### config.mk
export PLATFORM = sky130hd
export DESIGN_NAME = uiopl_top
export DESIGN_NICKNAME = d
export VERILOG_FILES = /design/src/rtl/uiopl_pkg.sv /design/src/rtl/uiopl_top.sv
export SDC_FILE = /design/constraint.sdc
export NUM_CORES = 1
export LEC_CHECK = 0
export BUFFER_PORTS_ARGS = -buffer_cell sky130_fd_sc_hd__buf_2
export CORE_MARGIN = 2
export CORE_UTILIZATION = 47
export CTS_CLUSTER_SIZE = 14
export DETAILED_ROUTE_END_ITERATION = 16
export GPL_TIMING_DRIVEN = 0
export PLACE_DENSITY_LB_ADDON = 0.15
export SLEW_MARGIN = 15
export SYNTH_ARGS = -nofsm -noshare
export SYNTH_HDL_FRONTEND = slang
export SYNTH_SLANG_ARGS = --single-unit
export TNS_END_PERCENT = 50
### constraint.sdc
create_clock -name clk -period 2.6 [get_ports clk]
set_clock_uncertainty 0.15 [all_clocks]
set_input_delay 0.52 -clock clk [delete_from_list [all_inputs] [get_ports clk]]
set_output_delay 0.52 -clock clk [all_outputs]
set_load 0.005 [all_outputs]
### src/rtl/uiopl_pkg.sv
// Constants, types and register map for the UART I/O pin logic
package uiopl_pkg;

  localparam int CHANNELS = 4;
  localparam int PINS = 4;
  localparam int NPIN = CHANNELS * PINS;
  localparam int PAIRS = 2;
  localparam int AUX_W = 4;
  localparam int ADDR_W = 8;

  localparam logic [ADDR_W-1:0] OFS_AUX_AB = 8'h00;
  localparam logic [ADDR_W-1:0] OFS_CHG_AB = 8'h04;
  localparam logic [ADDR_W-1:0] OFS_LVL_AB = 8'h08;
  localparam logic [ADDR_W-1:0] OFS_LATCH_AB = 8'h0c;
  localparam logic [ADDR_W-1:0] OFS_AUX_CD = 8'h10;
  localparam logic [ADDR_W-1:0] OFS_CHG_CD = 8'h14;
  localparam logic [ADDR_W-1:0] OFS_LVL_CD = 8'h18;
  localparam logic [ADDR_W-1:0] OFS_LATCH_CD = 8'h1c;
  localparam logic [ADDR_W-1:0] OFS_CFG_A = 8'h20;
  localparam logic [ADDR_W-1:0] OFS_CFG_B = 8'h24;
  localparam logic [ADDR_W-1:0] OFS_CFG_C = 8'h28;
  localparam logic [ADDR_W-1:0] OFS_CFG_D = 8'h2c;

  localparam logic [7:0] CFG_RESET = 8'h00;
  localparam logic [7:0] LATCH_RESET = 8'h00;
  localparam logic [AUX_W-1:0] AUX_RESET = 4'h0;

  localparam logic [1:0] MODE_INPUT = 2'b00;
  localparam logic [1:0] MODE_LATCH = 2'b01;
  localparam logic [1:0] MODE_CLK_A = 2'b10;
  localparam logic [1:0] MODE_CLK_B = 2'b11;

  localparam int PIN0 = 0;
  localparam int PIN1 = 1;
  localparam int PIN2 = 2;
  localparam int PIN3 = 3;

  localparam longint CLK_HZ = 125000000;
  localparam longint SAMPLE_HZ = 38400;
  localparam int SAMPLE_DIV = int'(CLK_HZ / SAMPLE_HZ);
  localparam int SDIV_W = 12;
  localparam logic [SDIV_W-1:0] SAMPLE_LAST = SDIV_W'(SAMPLE_DIV - 1);

  // Per-channel sources from the UART core
  typedef struct packed {
    logic tx_clk_16x;
    logic tx_clk_1x;
    logic rx_clk_16x;
    logic rx_clk_1x;
    logic request_to_send_n;
    logic flow_ctrl_en;
  } uiopl_chan_s;

endpackage

### src/rtl/uiopl_top.sv
// APB-reached I/O pin logic for a four-channel UART
`timescale 1ns/1ns
module uiopl_top
  import uiopl_pkg::*;
(
  input wire logic clk,
  input wire logic srst,
  input wire logic psel,
  input wire logic penable,
  input wire logic pwrite,
  input wire logic [ADDR_W-1:0] paddr,
  input wire logic [31:0] pwdata,
  output logic [31:0] prdata,
  output logic pready,
  output logic pslverr,
  input wire logic [NPIN-1:0] pin_in,
  output logic [NPIN-1:0] pin_out,
  output logic [NPIN-1:0] pin_oe_n,
  input wire uiopl_chan_s [CHANNELS-1:0] chan_src,
  output logic [CHANNELS-1:0] transmit_clock_in,
  output logic [CHANNELS-1:0] receive_clock_in,
  output logic [CHANNELS-1:0] clear_to_send_n,
  output logic [PAIRS-1:0] counter_clock_in,
  output logic [PAIRS-1:0] cos_request
);

  logic [NPIN-1:0] pin_meta;
  logic [NPIN-1:0] pin_lvl;
  logic [7:0] pin_config_channel [CHANNELS];
  logic [7:0] output_latch [PAIRS];
  logic [AUX_W-1:0] aux_ctrl [PAIRS];
  logic [3:0] cos_flag [PAIRS];
  logic [3:0] cos_stable [PAIRS];
  logic [3:0] cos_last [PAIRS];
  logic cos_armed;
  logic [SDIV_W-1:0] sample_cnt;
  logic sample_tick;
  logic [3:0] rd_clr [PAIRS];
  logic [3:0] next_clr [PAIRS];
  logic [31:0] next_rdata;
  logic next_err;
  logic [NPIN-1:0] next_out;
  logic [NPIN-1:0] next_oe_n;
  logic wr_go;
  logic rd_go;

  function automatic logic [7:0] pair_byte(input logic [7:0] p);
    pair_byte = {p[7], p[6], p[3], p[2], p[5], p[4], p[1], p[0]};
  endfunction

  function automatic logic latch_bit(input logic [7:0] lat, input int ch, input int pn);
    logic [7:0] flat;
    flat = {lat[7], lat[6], lat[3], lat[2], lat[5], lat[4], lat[1], lat[0]};
    latch_bit = flat[(ch % 2) * PINS + pn];
  endfunction

  // Levels of one channel pair in register order
  function automatic logic [7:0] pair_level(input logic [NPIN-1:0] lv, input int pr);
    pair_level = pair_byte(lv[pr * 2 * PINS +: 2 * PINS]);
  endfunction

  function automatic logic [7:0] change_byte(input logic [3:0] flg, input logic [7:0] lvl);
    change_byte = {flg, lvl[3:0]};
  endfunction

  // Two-flop synchroniser for the pins
  always_ff @(posedge clk) begin
    if (srst) begin
      pin_meta <= '0;
      pin_lvl <= '0;
    end else begin
      pin_meta <= pin_in;
      pin_lvl <= pin_meta;
    end
  end

  assign wr_go = psel && penable && pready && pwrite;
  assign rd_go = psel && penable && pready && !pwrite;

  // Read data and decode, taken at the setup cycle
  always_comb begin
    next_rdata = '0;
    next_err = 1'b0;
    for (int q = 0; q < PAIRS; q++) begin
      next_clr[q] = '0;
    end
    case (paddr)
      OFS_AUX_AB: next_rdata[AUX_W-1:0] = aux_ctrl[0];
      OFS_AUX_CD: next_rdata[AUX_W-1:0] = aux_ctrl[1];
      OFS_CHG_AB: begin
        next_rdata[7:0] = change_byte(cos_flag[0], pair_level(pin_lvl, 0));
        next_clr[0] = pwrite ? 4'h0 : cos_flag[0];
      end
      OFS_CHG_CD: begin
        next_rdata[7:0] = change_byte(cos_flag[1], pair_level(pin_lvl, 1));
        next_clr[1] = pwrite ? 4'h0 : cos_flag[1];
      end
      OFS_LVL_AB: next_rdata[7:0] = pair_level(pin_lvl, 0);
      OFS_LVL_CD: next_rdata[7:0] = pair_level(pin_lvl, 1);
      OFS_LATCH_AB: next_rdata = '0;
      OFS_LATCH_CD: next_rdata = '0;
      OFS_CFG_A: next_rdata[7:0] = pin_config_channel[0];
      OFS_CFG_B: next_rdata[7:0] = pin_config_channel[1];
      OFS_CFG_C: next_rdata[7:0] = pin_config_channel[2];
      OFS_CFG_D: next_rdata[7:0] = pin_config_channel[3];
      default: next_err = 1'b1;
    endcase
  end

  // APB answer: ready in the first access cycle
  always_ff @(posedge clk) begin
    if (srst) begin
      pready <= 1'b0;
      pslverr <= 1'b0;
      prdata <= '0;
      for (int q = 0; q < PAIRS; q++) begin
        rd_clr[q] <= '0;
      end
    end else begin
      pready <= psel && !penable;
      if (psel && !penable) begin
        pslverr <= next_err;
        prdata <= pwrite ? 32'h0000_0000 : next_rdata;
        for (int q = 0; q < PAIRS; q++) begin
          rd_clr[q] <= next_clr[q];
        end
      end else begin
        pslverr <= 1'b0;
        for (int q = 0; q < PAIRS; q++) begin
          rd_clr[q] <= '0;
        end
      end
    end
  end

  // Configuration registers
  always_ff @(posedge clk) begin
    if (srst) begin
      for (int c = 0; c < CHANNELS; c++) begin
        pin_config_channel[c] <= CFG_RESET;
      end
    end else if (wr_go) begin
      case (paddr)
        OFS_CFG_A: pin_config_channel[0] <= pwdata[7:0];
        OFS_CFG_B: pin_config_channel[1] <= pwdata[7:0];
        OFS_CFG_C: pin_config_channel[2] <= pwdata[7:0];
        OFS_CFG_D: pin_config_channel[3] <= pwdata[7:0];
        default: ;
      endcase
    end
  end

  // Output latches and auxiliary control
  always_ff @(posedge clk) begin
    if (srst) begin
      for (int q = 0; q < PAIRS; q++) begin
        output_latch[q] <= LATCH_RESET;
        aux_ctrl[q] <= AUX_RESET;
      end
    end else if (wr_go) begin
      case (paddr)
        OFS_LATCH_AB: output_latch[0] <= pwdata[7:0];
        OFS_LATCH_CD: output_latch[1] <= pwdata[7:0];
        OFS_AUX_AB: aux_ctrl[0] <= pwdata[AUX_W-1:0];
        OFS_AUX_CD: aux_ctrl[1] <= pwdata[AUX_W-1:0];
        default: ;
      endcase
    end
  end

  always_ff @(posedge clk) begin
    if (srst) begin
      sample_cnt <= '0;
      sample_tick <= 1'b0;
    end else begin
      sample_tick <= (sample_cnt == SAMPLE_LAST);
      sample_cnt <= (sample_cnt == SAMPLE_LAST) ? '0 : sample_cnt + 1'b1;
    end
  end

  // Change detectors on pin0 and pin1 of each channel
  always_ff @(posedge clk) begin
    if (srst) begin
      cos_armed <= 1'b0;
      for (int q = 0; q < PAIRS; q++) begin
        cos_stable[q] <= '0;
        cos_last[q] <= '0;
        cos_flag[q] <= '0;
      end
    end else begin
      if (sample_tick) begin
        cos_armed <= 1'b1;
      end
      for (int q = 0; q < PAIRS; q++) begin
        for (int k = 0; k < 4; k++) begin
          logic cur;
          logic set;
          cur = pin_lvl[(q * 2 + k / 2) * PINS + k % 2];
          set = 1'b0;
          if (sample_tick) begin
            cos_last[q][k] <= cur;
            if (!cos_armed) begin
              cos_stable[q][k] <= cur;
            end else if (cur == cos_last[q][k] && cur != cos_stable[q][k]) begin
              cos_stable[q][k] <= cur;
              set = 1'b1;
            end
          end
          cos_flag[q][k] <= (cos_flag[q][k] && !(rd_go && rd_clr[q][k])) || set;
        end
      end
    end
  end

  always_ff @(posedge clk) begin
    if (srst) begin
      cos_request <= '0;
    end else begin
      for (int q = 0; q < PAIRS; q++) begin
        cos_request[q] <= |(cos_flag[q] & aux_ctrl[q]);
      end
    end
  end

  // Pin drive selection
  always_comb begin
    next_out = '0;
    next_oe_n = '1;
    for (int c = 0; c < CHANNELS; c++) begin
      for (int p = 0; p < PINS; p++) begin
        logic [1:0] fld;
        logic gp;
        fld = pin_config_channel[c][2 * p +: 2];
        gp = !latch_bit(output_latch[c / 2], c, p);
        next_oe_n[c * PINS + p] = (fld == MODE_INPUT);
        case (fld)
          MODE_LATCH: begin
            if (p == PIN2 && chan_src[c].flow_ctrl_en) begin
              next_out[c * PINS + p] = chan_src[c].request_to_send_n;
            end else if (p == PIN1 && chan_src[c].flow_ctrl_en
                && pin_config_channel[c][2 * PIN2 +: 2] != MODE_LATCH) begin
              next_out[c * PINS + p] = chan_src[c].request_to_send_n;
            end else begin
              next_out[c * PINS + p] = gp;
            end
          end
          MODE_CLK_A: begin
            case (p)
              PIN3: next_out[c * PINS + p] = chan_src[c].tx_clk_16x;
              PIN2: next_out[c * PINS + p] = chan_src[c].rx_clk_1x;
              PIN1: next_out[c * PINS + p] = chan_src[c].rx_clk_16x;
              default: next_out[c * PINS + p] = chan_src[c].tx_clk_1x;
            endcase
          end
          MODE_CLK_B: begin
            case (p)
              PIN3: next_out[c * PINS + p] = chan_src[c].tx_clk_1x;
              PIN2: next_out[c * PINS + p] = chan_src[c].rx_clk_16x;
              PIN1: next_out[c * PINS + p] = chan_src[c].rx_clk_1x;
              default: next_out[c * PINS + p] = chan_src[c].tx_clk_16x;
            endcase
          end
          default: next_out[c * PINS + p] = 1'b0;
        endcase
      end
    end
  end

  always_ff @(posedge clk) begin
    if (srst) begin
      pin_out <= '0;
      pin_oe_n <= '1;
    end else begin
      pin_out <= next_out;
      pin_oe_n <= next_oe_n;
    end
  end

  // Input functions read the real pin level
  always_ff @(posedge clk) begin
    if (srst) begin
      transmit_clock_in <= '0;
      receive_clock_in <= '0;
      clear_to_send_n <= '0;
      counter_clock_in <= '0;
    end else begin
      for (int c = 0; c < CHANNELS; c++) begin
        // Pin3 transmit clock unless pin3 drives
        if (pin_config_channel[c][2 * PIN3 +: 2] == MODE_INPUT) begin
          transmit_clock_in[c] <= pin_lvl[c * PINS + PIN3];
        end else begin
          transmit_clock_in[c] <= pin_lvl[c * PINS + PIN1];
        end
        receive_clock_in[c] <= pin_lvl[c * PINS + PIN2];
        clear_to_send_n[c] <= pin_lvl[c * PINS + PIN0];
      end
      for (int q = 0; q < PAIRS; q++) begin
        // Counter clock from pin1 of a and c
        counter_clock_in[q] <= pin_lvl[q * 2 * PINS + PIN1];
      end
    end
  end

endmodule

**Word level (Yosys, flattened, before mapping)**

Memory sizes are Yosys's and may differ from the RTL's.
Cells that the tools add are included.

- Add/subtract/negate cells: 1
- Eq/ne operators: 80
- Mux-type cells: 176
- Bitwise gates (word level): 47
- Reduce and logical (&&, ||, !) cells: 91

Operators by type and width:

| kind | number |
|---|---|
| 1-bit two-way mux | 141 |
| 2-bit equality test (second input constant) | 32 |
| 4-bit case mux with 8 select lines | 2 |
| 8-bit two-way mux | 7 |
| 1-bit case mux with 3 select lines | 16 |
| 1-bit OR | 44 |
| 4-bit two-way mux | 10 |
| 1-bit logical AND | 33 |
| 2-bit by 1-bit equality test with 1-bit output (second input constant) | 16 |
| 8-bit by 5-bit equality test with 1-bit output (second input constant) | 4 |
| 8-bit by 6-bit equality test with 1-bit output (second input constant) | 4 |
| 2-bit zero test | 16 |
| 1-bit zero test | 26 |
| 8-bit by 4-bit equality test with 1-bit output (second input constant) | 2 |
| 12-bit by 1-bit adder with 12-bit output (second input constant) | 1 |
| 12-bit equality test (second input constant) | 1 |
| 12-bit OR reduction | 1 |
| 4-bit AND | 2 |
| 1-bit equality test | 8 |
| 8-bit by 3-bit equality test with 1-bit output (second input constant) | 1 |
| 8-bit zero test | 1 |
| 1-bit logical OR | 8 |
| 1-bit inequality test | 8 |
| 2-bit by 1-bit inequality test with 1-bit output (second input constant) | 4 |
| other kinds (3) | 7 |

- Register bits after elaboration: 128
- Memory bits (writable): 88
- Input bits: 85
- Output and inout bits: 82
- Word-level logic and storage cells: 417
- Memories: 7

Memories:

| memory | depth | width | rd ports | clocked after Yosys merged registers in | write ports | RTL line | text |
|---|---|---|---|---|---|---|---|
| pin_config_channel | 4 | 8 | 4 | 0 | 4 | uiopl_top.sv:29 | `logic [7:0] pin_config_channel [CHANNELS];` |
| output_latch | 2 | 8 | 2 | 0 | 2 | uiopl_top.sv:30 | `logic [7:0] output_latch [PAIRS];` |
| aux_ctrl | 2 | 4 | 2 | 0 | 2 | uiopl_top.sv:31 | `logic [AUX_W-1:0] aux_ctrl [PAIRS];` |
| cos_flag | 2 | 4 | 2 | 0 | 2 | uiopl_top.sv:32 | `logic [3:0] cos_flag [PAIRS];` |
| cos_last | 2 | 4 | 2 | 0 | 2 | uiopl_top.sv:34 | `logic [3:0] cos_last [PAIRS];` |
| cos_stable | 2 | 4 | 2 | 0 | 2 | uiopl_top.sv:33 | `logic [3:0] cos_stable [PAIRS];` |
| 1 more memories | -- | -- | -- | -- | -- | -- |  |

**Longest topological paths before layout**

Gate-level depths: netlist (run 1).
An unclocked memory read counts as a cell.

- Depth after elaboration: 9
- Depth in mapped cells: 7
- Gate-level depth less buffers: 6

**Least setup slack after synthesis (run 1)**

No wires, ideal clock.

- Path type: in2reg
- Start: input paddr[5]
- End: memory pin_config_channel[2][0], enable pin
- Setup time: 387 ps
- Arrival: 1887 ps
- Data required time: 2063 ps
- Setup slack: 176 ps
- Stages on the path: 4
- Buffers on the path: 1
- Cells stage by stage: buf_4 nor4b_4 nand2_2 o31ai_1

RTL lines:

| element | RTL line | text |
|---|---|---|
| from (decl) | uiopl_top.sv:11 | `input wire logic [ADDR_W-1:0] paddr,` |
| to (decl) | uiopl_top.sv:29 |  |

==> impl_metrics.ini, run 1 <==
[grt]
grt_max_degree = 17
grt_pass1_vias = 5979
grt_pass1_wl_mm = 32.5
grt.overflow.total = 0
grt_antenna_before_repair = 0
grt_util_all_layers_pct = 23.8

[drt]
final_antenna_net_count = 0
drc = 0
vias = 6029
initialDrtViolationCount = 522
routed_via_density = 5.33
drtPass1Iterations = 6
wire_per_inst_um = 18.4
wl_mm = 20.8

[synth]
synth.area.top_cells = edfxtp_1, dfxtp_1, and2_1
ys.flop_type = dfxtp_1
seq_area_frac_synth_pct = 57.7
syn_inst = 732
synth.distinct_cells = 57
synth-edff-count = 80
netlist.area_leader.share_pct = 29.8
ys.warnings.count = 0
netlist_area_mm2 = 0.00805
ys_top_cells_by_count = dfxtp_1, edfxtp_1, and2_1
synth_seq_cells = 192
yosysMostFrequentCell = dfxtp_1
synth_top_cell_by_area = edfxtp_1
async_flop_share_pct = 0
syn_avg_cell_area_um2 = 11.0

[place]
placed_area_mm2 = 0.00903
numPortBuffers = 117
dp_hpwl_mm = 15.5
pre_cts_slack_ns = -0.120
dp.cells = 1099
place_congestion = 0.936

[cells_and_area]
drive_gt1_share_pct = 22.3
fill_cells = 1419
syn_to_final_growth_pct = 19.3
final_nets = 985
insertedDiodeCount = 0
stdcell_count = 1131
fin_area_mm2 = 0.00961
final_util_pct = 57.7

[clock_tree]
cts_buffers = 17
cts.sinks = 192
clockBufferDepth = 2
cts_tree = built
htree_levels = 4
cts.reportedPaths.clkPinSlew_ns = 0.06
clk_latency_ns = 0.43
cts_resized = 0
postCtsSetupBuffers = 0
root_buffer = clkbuf_16
cts_hold_buf = 0

[power]
power_density_mw_per_mm2 = 651
peakVddDrop_mv = 0.492
p_leak_nw = 3.85
total_power_mw = 6.25

[floorplan]
fp.dieW_um = 135
io_pins = 167
die-area_mm2 = 0.0182
fp.coreArea_mm2 = 0.0166
die_h_um = 135
initial_core_util_pct = 48.4
rows = 47

[sta]
max-slew-margin-rel_pct = 39.5
rsz0062_at_grt = no
max_freq_mhz = 438
tightest_slew_ns = 0.908
hold_slack_ns = 0.154
period_needed_ns = 2.28
setup_viol = 0
fin_setup_tns_ns = 0
finalCritPeriodShare_pct = 87.8
final_max_slew_viol_count = 0
setup_slack_ns = 0.316
hold_violations = 0

[setup_path]
critical_path_class = in2reg
arrival_ns = 2.17
regToRegStartpoint = pready
crit_required_ns = 2.49
startpoint_type = input port
crit_path_end_kind = flip-flop
crit_start = srst
cp_max_fo = 10

[status]
outcome = finished, final reports clean

[job]
cap_violations = 0

[min_path]
holdCritPathClass = in2reg
hp-start = pin_in[12]
[path summary, 6_finish.rpt]
path	to	slack, ns	cells after the start
worst max register to register	pin_config_channel[2][0]	0.50	3
worst min-delay path	pin_meta[12]	0.15	2
worst max-delay path	output_latch[0][3]	0.32	5
worst min register to register	pin_lvl[5]	0.29	1
[state kept, by name (all words and copies together) (netlist names)]
signal / count
cos_request: 2
output_latch: 16
rd_clr: 8
prdata: 8
counter_clock_in: 2
pin_oe_n: 16
cos_stable: 8
cos_last: 8
pin_lvl: 16
pin_meta: 16
cos_armed: 1
pin_config_channel: 32
sample_cnt: 12
pready: 1
aux_ctrl: 8
cos_flag: 8
clear_to_send_n: 4
pin_out: 16
transmit_clock_in: 4
pslverr: 1
sample_tick: 1
receive_clock_in: 4
[worst max-delay path, cell delays in order]
cell and delay [ns]:
buf_2 0.15, buf_2 0.21, inv_1 0.25, clkbuf_1 0.49
nand2_1 0.54
[placed cells by master (no fill, tap or decap), types with 7 or more instances in the layout]
master	synthesis	final
buf_2	6	123
dfxtp_1	112	112
edfxtp_1	80	80
and2_1	66	66
nand2_1	63	63
nor2b_1	58	58
nor2_1	44	44
conb_1	2	32
o21ai_0	30	29
buf_4	26	26
a21oi_1	23	23
clkbuf_1	16	20
mux2i_1	20	20
clkbuf_16	0	18
nand2b_1	15	15
inv_1	11	11
a22oi_1	11	11
o21ai_1	8	9
mux2_2	9	9
nor3b_1	8	8
nand3_1	8	8
o22ai_1	8	8
a21o_1	7	7
a21boi_0	7	7
xnor2_1	7	7
[per-layer routing]
layer	vias to the layer above	part of all wire, %	track usage, %
met5	-	0	0
met4	0	1.8	7.49
met3	31	6.3	5.41
met2	222	49	39.4
met1	2912	43	31.1
li1	2864	-	-
[cell type report]
cell class                 instances  area [um^2]  area share, %
clock buffer                      22          465           4.85
sequential                       192         4640           48.3
buffer                            51          297           3.09
clock inverter                    10          110           1.15
multi-input combinational        508         3190           33.2
timing repair buffer             117          586           6.10
tap                              220          275           2.87
inverter                          11         41.3          0.430
[power breakdown]
group	switching (mW)	internal, mW	total (mW)
Combinational	0.234	0.172	0.406
Clock	1.10	1.47	2.56
Sequential	0.0578	3.22	3.28
Total	1.39	4.86	6.25
[cell families after synthesis]
| logic type | after synthesis | share of synthesized area (%) |
|---|---|---|
| adder cells (fa/ha/maj) | 2 | 0.311 |
| buffers and inverters | 62 | 4.20 |
| XOR/XNOR | 11 | 1.20 |
| other | 2 | 0.0933 |
| AO/OA/AOI/OAI | 129 | 10.5 |
| flip-flops | 192 | 57.7 |
| AND/OR/NAND/NOR | 300 | 20.8 |
| multiplexers | 34 | 5.14 |
Note: power is estimated with default switching activity, not from simulation.
==> run 2, diff against run 1 <==
--- a/config.mk
+++ b/config.mk
@@ -6,7 +6,6 @@
 export NUM_CORES = 1
 export LEC_CHECK = 0
 export BUFFER_PORTS_ARGS = -buffer_cell sky130_fd_sc_hd__buf_2
-export CORE_MARGIN = 2
 export CORE_UTILIZATION = 47
 export CTS_CLUSTER_SIZE = 14
 export DETAILED_ROUTE_END_ITERATION = 16
==> constraint.sdc (replaced) <==
create_clock -name clk -period 2.5 [get_ports clk]
set_clock_uncertainty 0.15 [all_clocks]
set_input_delay 0.5 -clock clk [delete_from_list [all_inputs] [get_ports clk]]
set_output_delay 0.5 -clock clk [all_outputs]
set_load 0.005 [all_outputs]
==> run 2 against run 1 <==
Against the previous run: sequential share of layout area about the same; global-route usage up 0.63 points; core utilization about the same; critical path depth is the same; hold slack got worse by 0.032 ns; cell count did not move; design area is essentially flat; register-to-register slack worse by 0.15 ns; total power grew 4.0%; critical endpoint unchanged; highest routed layer unchanged.
==> impl_metrics.ini, run 2 (synthesized netlist as in run 1, its figures left out) <==
[setup_path]
regToRegStartpoint = pready
critical_path_class = in2reg
crit_path_end_kind = flip-flop
crit_start = srst
startpoint_type = input port
rr_worst_depth = 3
crit_required_ns = 2.38
cp_max_fo = 10
arrival_ns = 2.24

[cells_and_area]
layout_common_cells = buf_2, dfxtp_1, edfxtp_1
drive_gt1_share_pct = 22.9
top_register = pin_config_channel
final_util_pct = 57.7
syn_to_final_growth_pct = 19.3
fill_cells = 1455
final_nets = 985
insertedDiodeCount = 0
largest_reg_flops = 32
final_common_cell = buf_2

[drt]
m1WireLength_mm = 8.88
met3_length_mm = 1.51
wl_mm = 20.8
dr_wl_met2_mm = 9.96
final_antenna_net_count = 0
vias = 5965
drc = 0
drtPass1Iterations = 5
highest_layer = met4
wire_per_inst_um = 18.4
routed_via_density = 5.27
initialDrtViolationCount = 531

[power]
total_power_mw = 6.50
power_density_mw_per_mm2 = 676
p_leak_nw = 3.87
peakVddDrop_mv = 0.498

[clock_tree]
cts_hold_buf = 0
cts.sinks = 192
cts_tree = built
htree_levels = 4
clk_latency_ns = 0.43
root_buffer = clkbuf_16
cts_resized = 0
cts_buffers = 17
cts.reportedPaths.clkPinSlew_ns = 0.07
clockBufferDepth = 2
postCtsSetupBuffers = 0

[grt]
grt_antenna_before_repair = 0
grt_util_all_layers_pct = 24.4
grt_pass1_vias = 5947
grt_pass1_wl_mm = 32.4
grt.overflow.total = 0
grt_max_degree = 18

[place]
dp_hpwl_mm = 15.3
numPortBuffers = 117
place_congestion = 0.898

[sta]
final_max_slew_viol_count = 0
finalCritPeriodShare_pct = 94.2
max_freq_mhz = 425
rsz0062_at_grt = no
hold_violations = 0
hold_slack_ns = 0.122
max-slew-margin-rel_pct = 38.5
tightest_slew_ns = 0.922
setup_viol = 0
period_needed_ns = 2.35

[min_path]
hp-start = pin_in[2]
holdCritPathClass = in2reg
holdPathStages = 2

[floorplan]
fp.dieW_um = 133
initial_core_util_pct = 48.4
die_h_um = 133
rows = 47
io_pins = 167
die-area_mm2 = 0.0177
fp.coreArea_mm2 = 0.0166

[status]
outcome = finished, final reports clean

[job]
cap_violations = 0
==> run 2: power by group <==
part           total (mW)  switching [mW]  internal, mW
sequential           3.41          0.0599          3.35
clock                2.66            1.20          1.46
combinational       0.423           0.244         0.179
==> run 2: path summary, 6_finish.rpt <==
kind | endpoint | slack, ns
setup / recovery | output_latch[0][3] | 0.15
hold / removal | pin_meta[2] | 0.12
setup reg to reg | pin_config_channel[2][3] | 0.35
hold reg to reg | pin_lvl[13] | 0.29
==> run 2: routing by layer <==
metal  vias up  global-route usage (%)
li1       2858                       -
met1      2851                    31.3
met2       229                    40.1
met3        27                    5.94
met4         0                    8.68
met5         -                       0
==> run 2: cell type report <==
class | instances | area [um^2] | area share (%)
sequential | 192 | 4640 | 48.3
multi-input combinational | 508 | 3190 | 33.2
timing repair buffer | 117 | 586 | 6.09
clock buffer | 23 | 512 | 5.32
buffer | 51 | 297 | 3.09
tap | 220 | 275 | 2.86
clock inverter | 9 | 67.6 | 0.703
inverter | 11 | 41.3 | 0.430
==> run 2: through the flow <==
step	worst slack, ns	setup TNS [ns]	std cells	cell area [um^2]
2_1_floorplan	0.0962	0	762	8170
3_3_place_gp	-0.547	-11.49	1099	9030
3_5_place_dp	-0.255	-7.16	1099	9030
4_1_cts	0.194	0	1131	9610
5_1_grt	0.0898	0	1131	9610
6_report	0.145	0	1131	9610
==> run 2: critical path: stages <==
cell and delay (ns):
buf_2 0.15, buf_2 0.21, inv_1 0.25, clkbuf_1 0.54, nand2_1 0.58
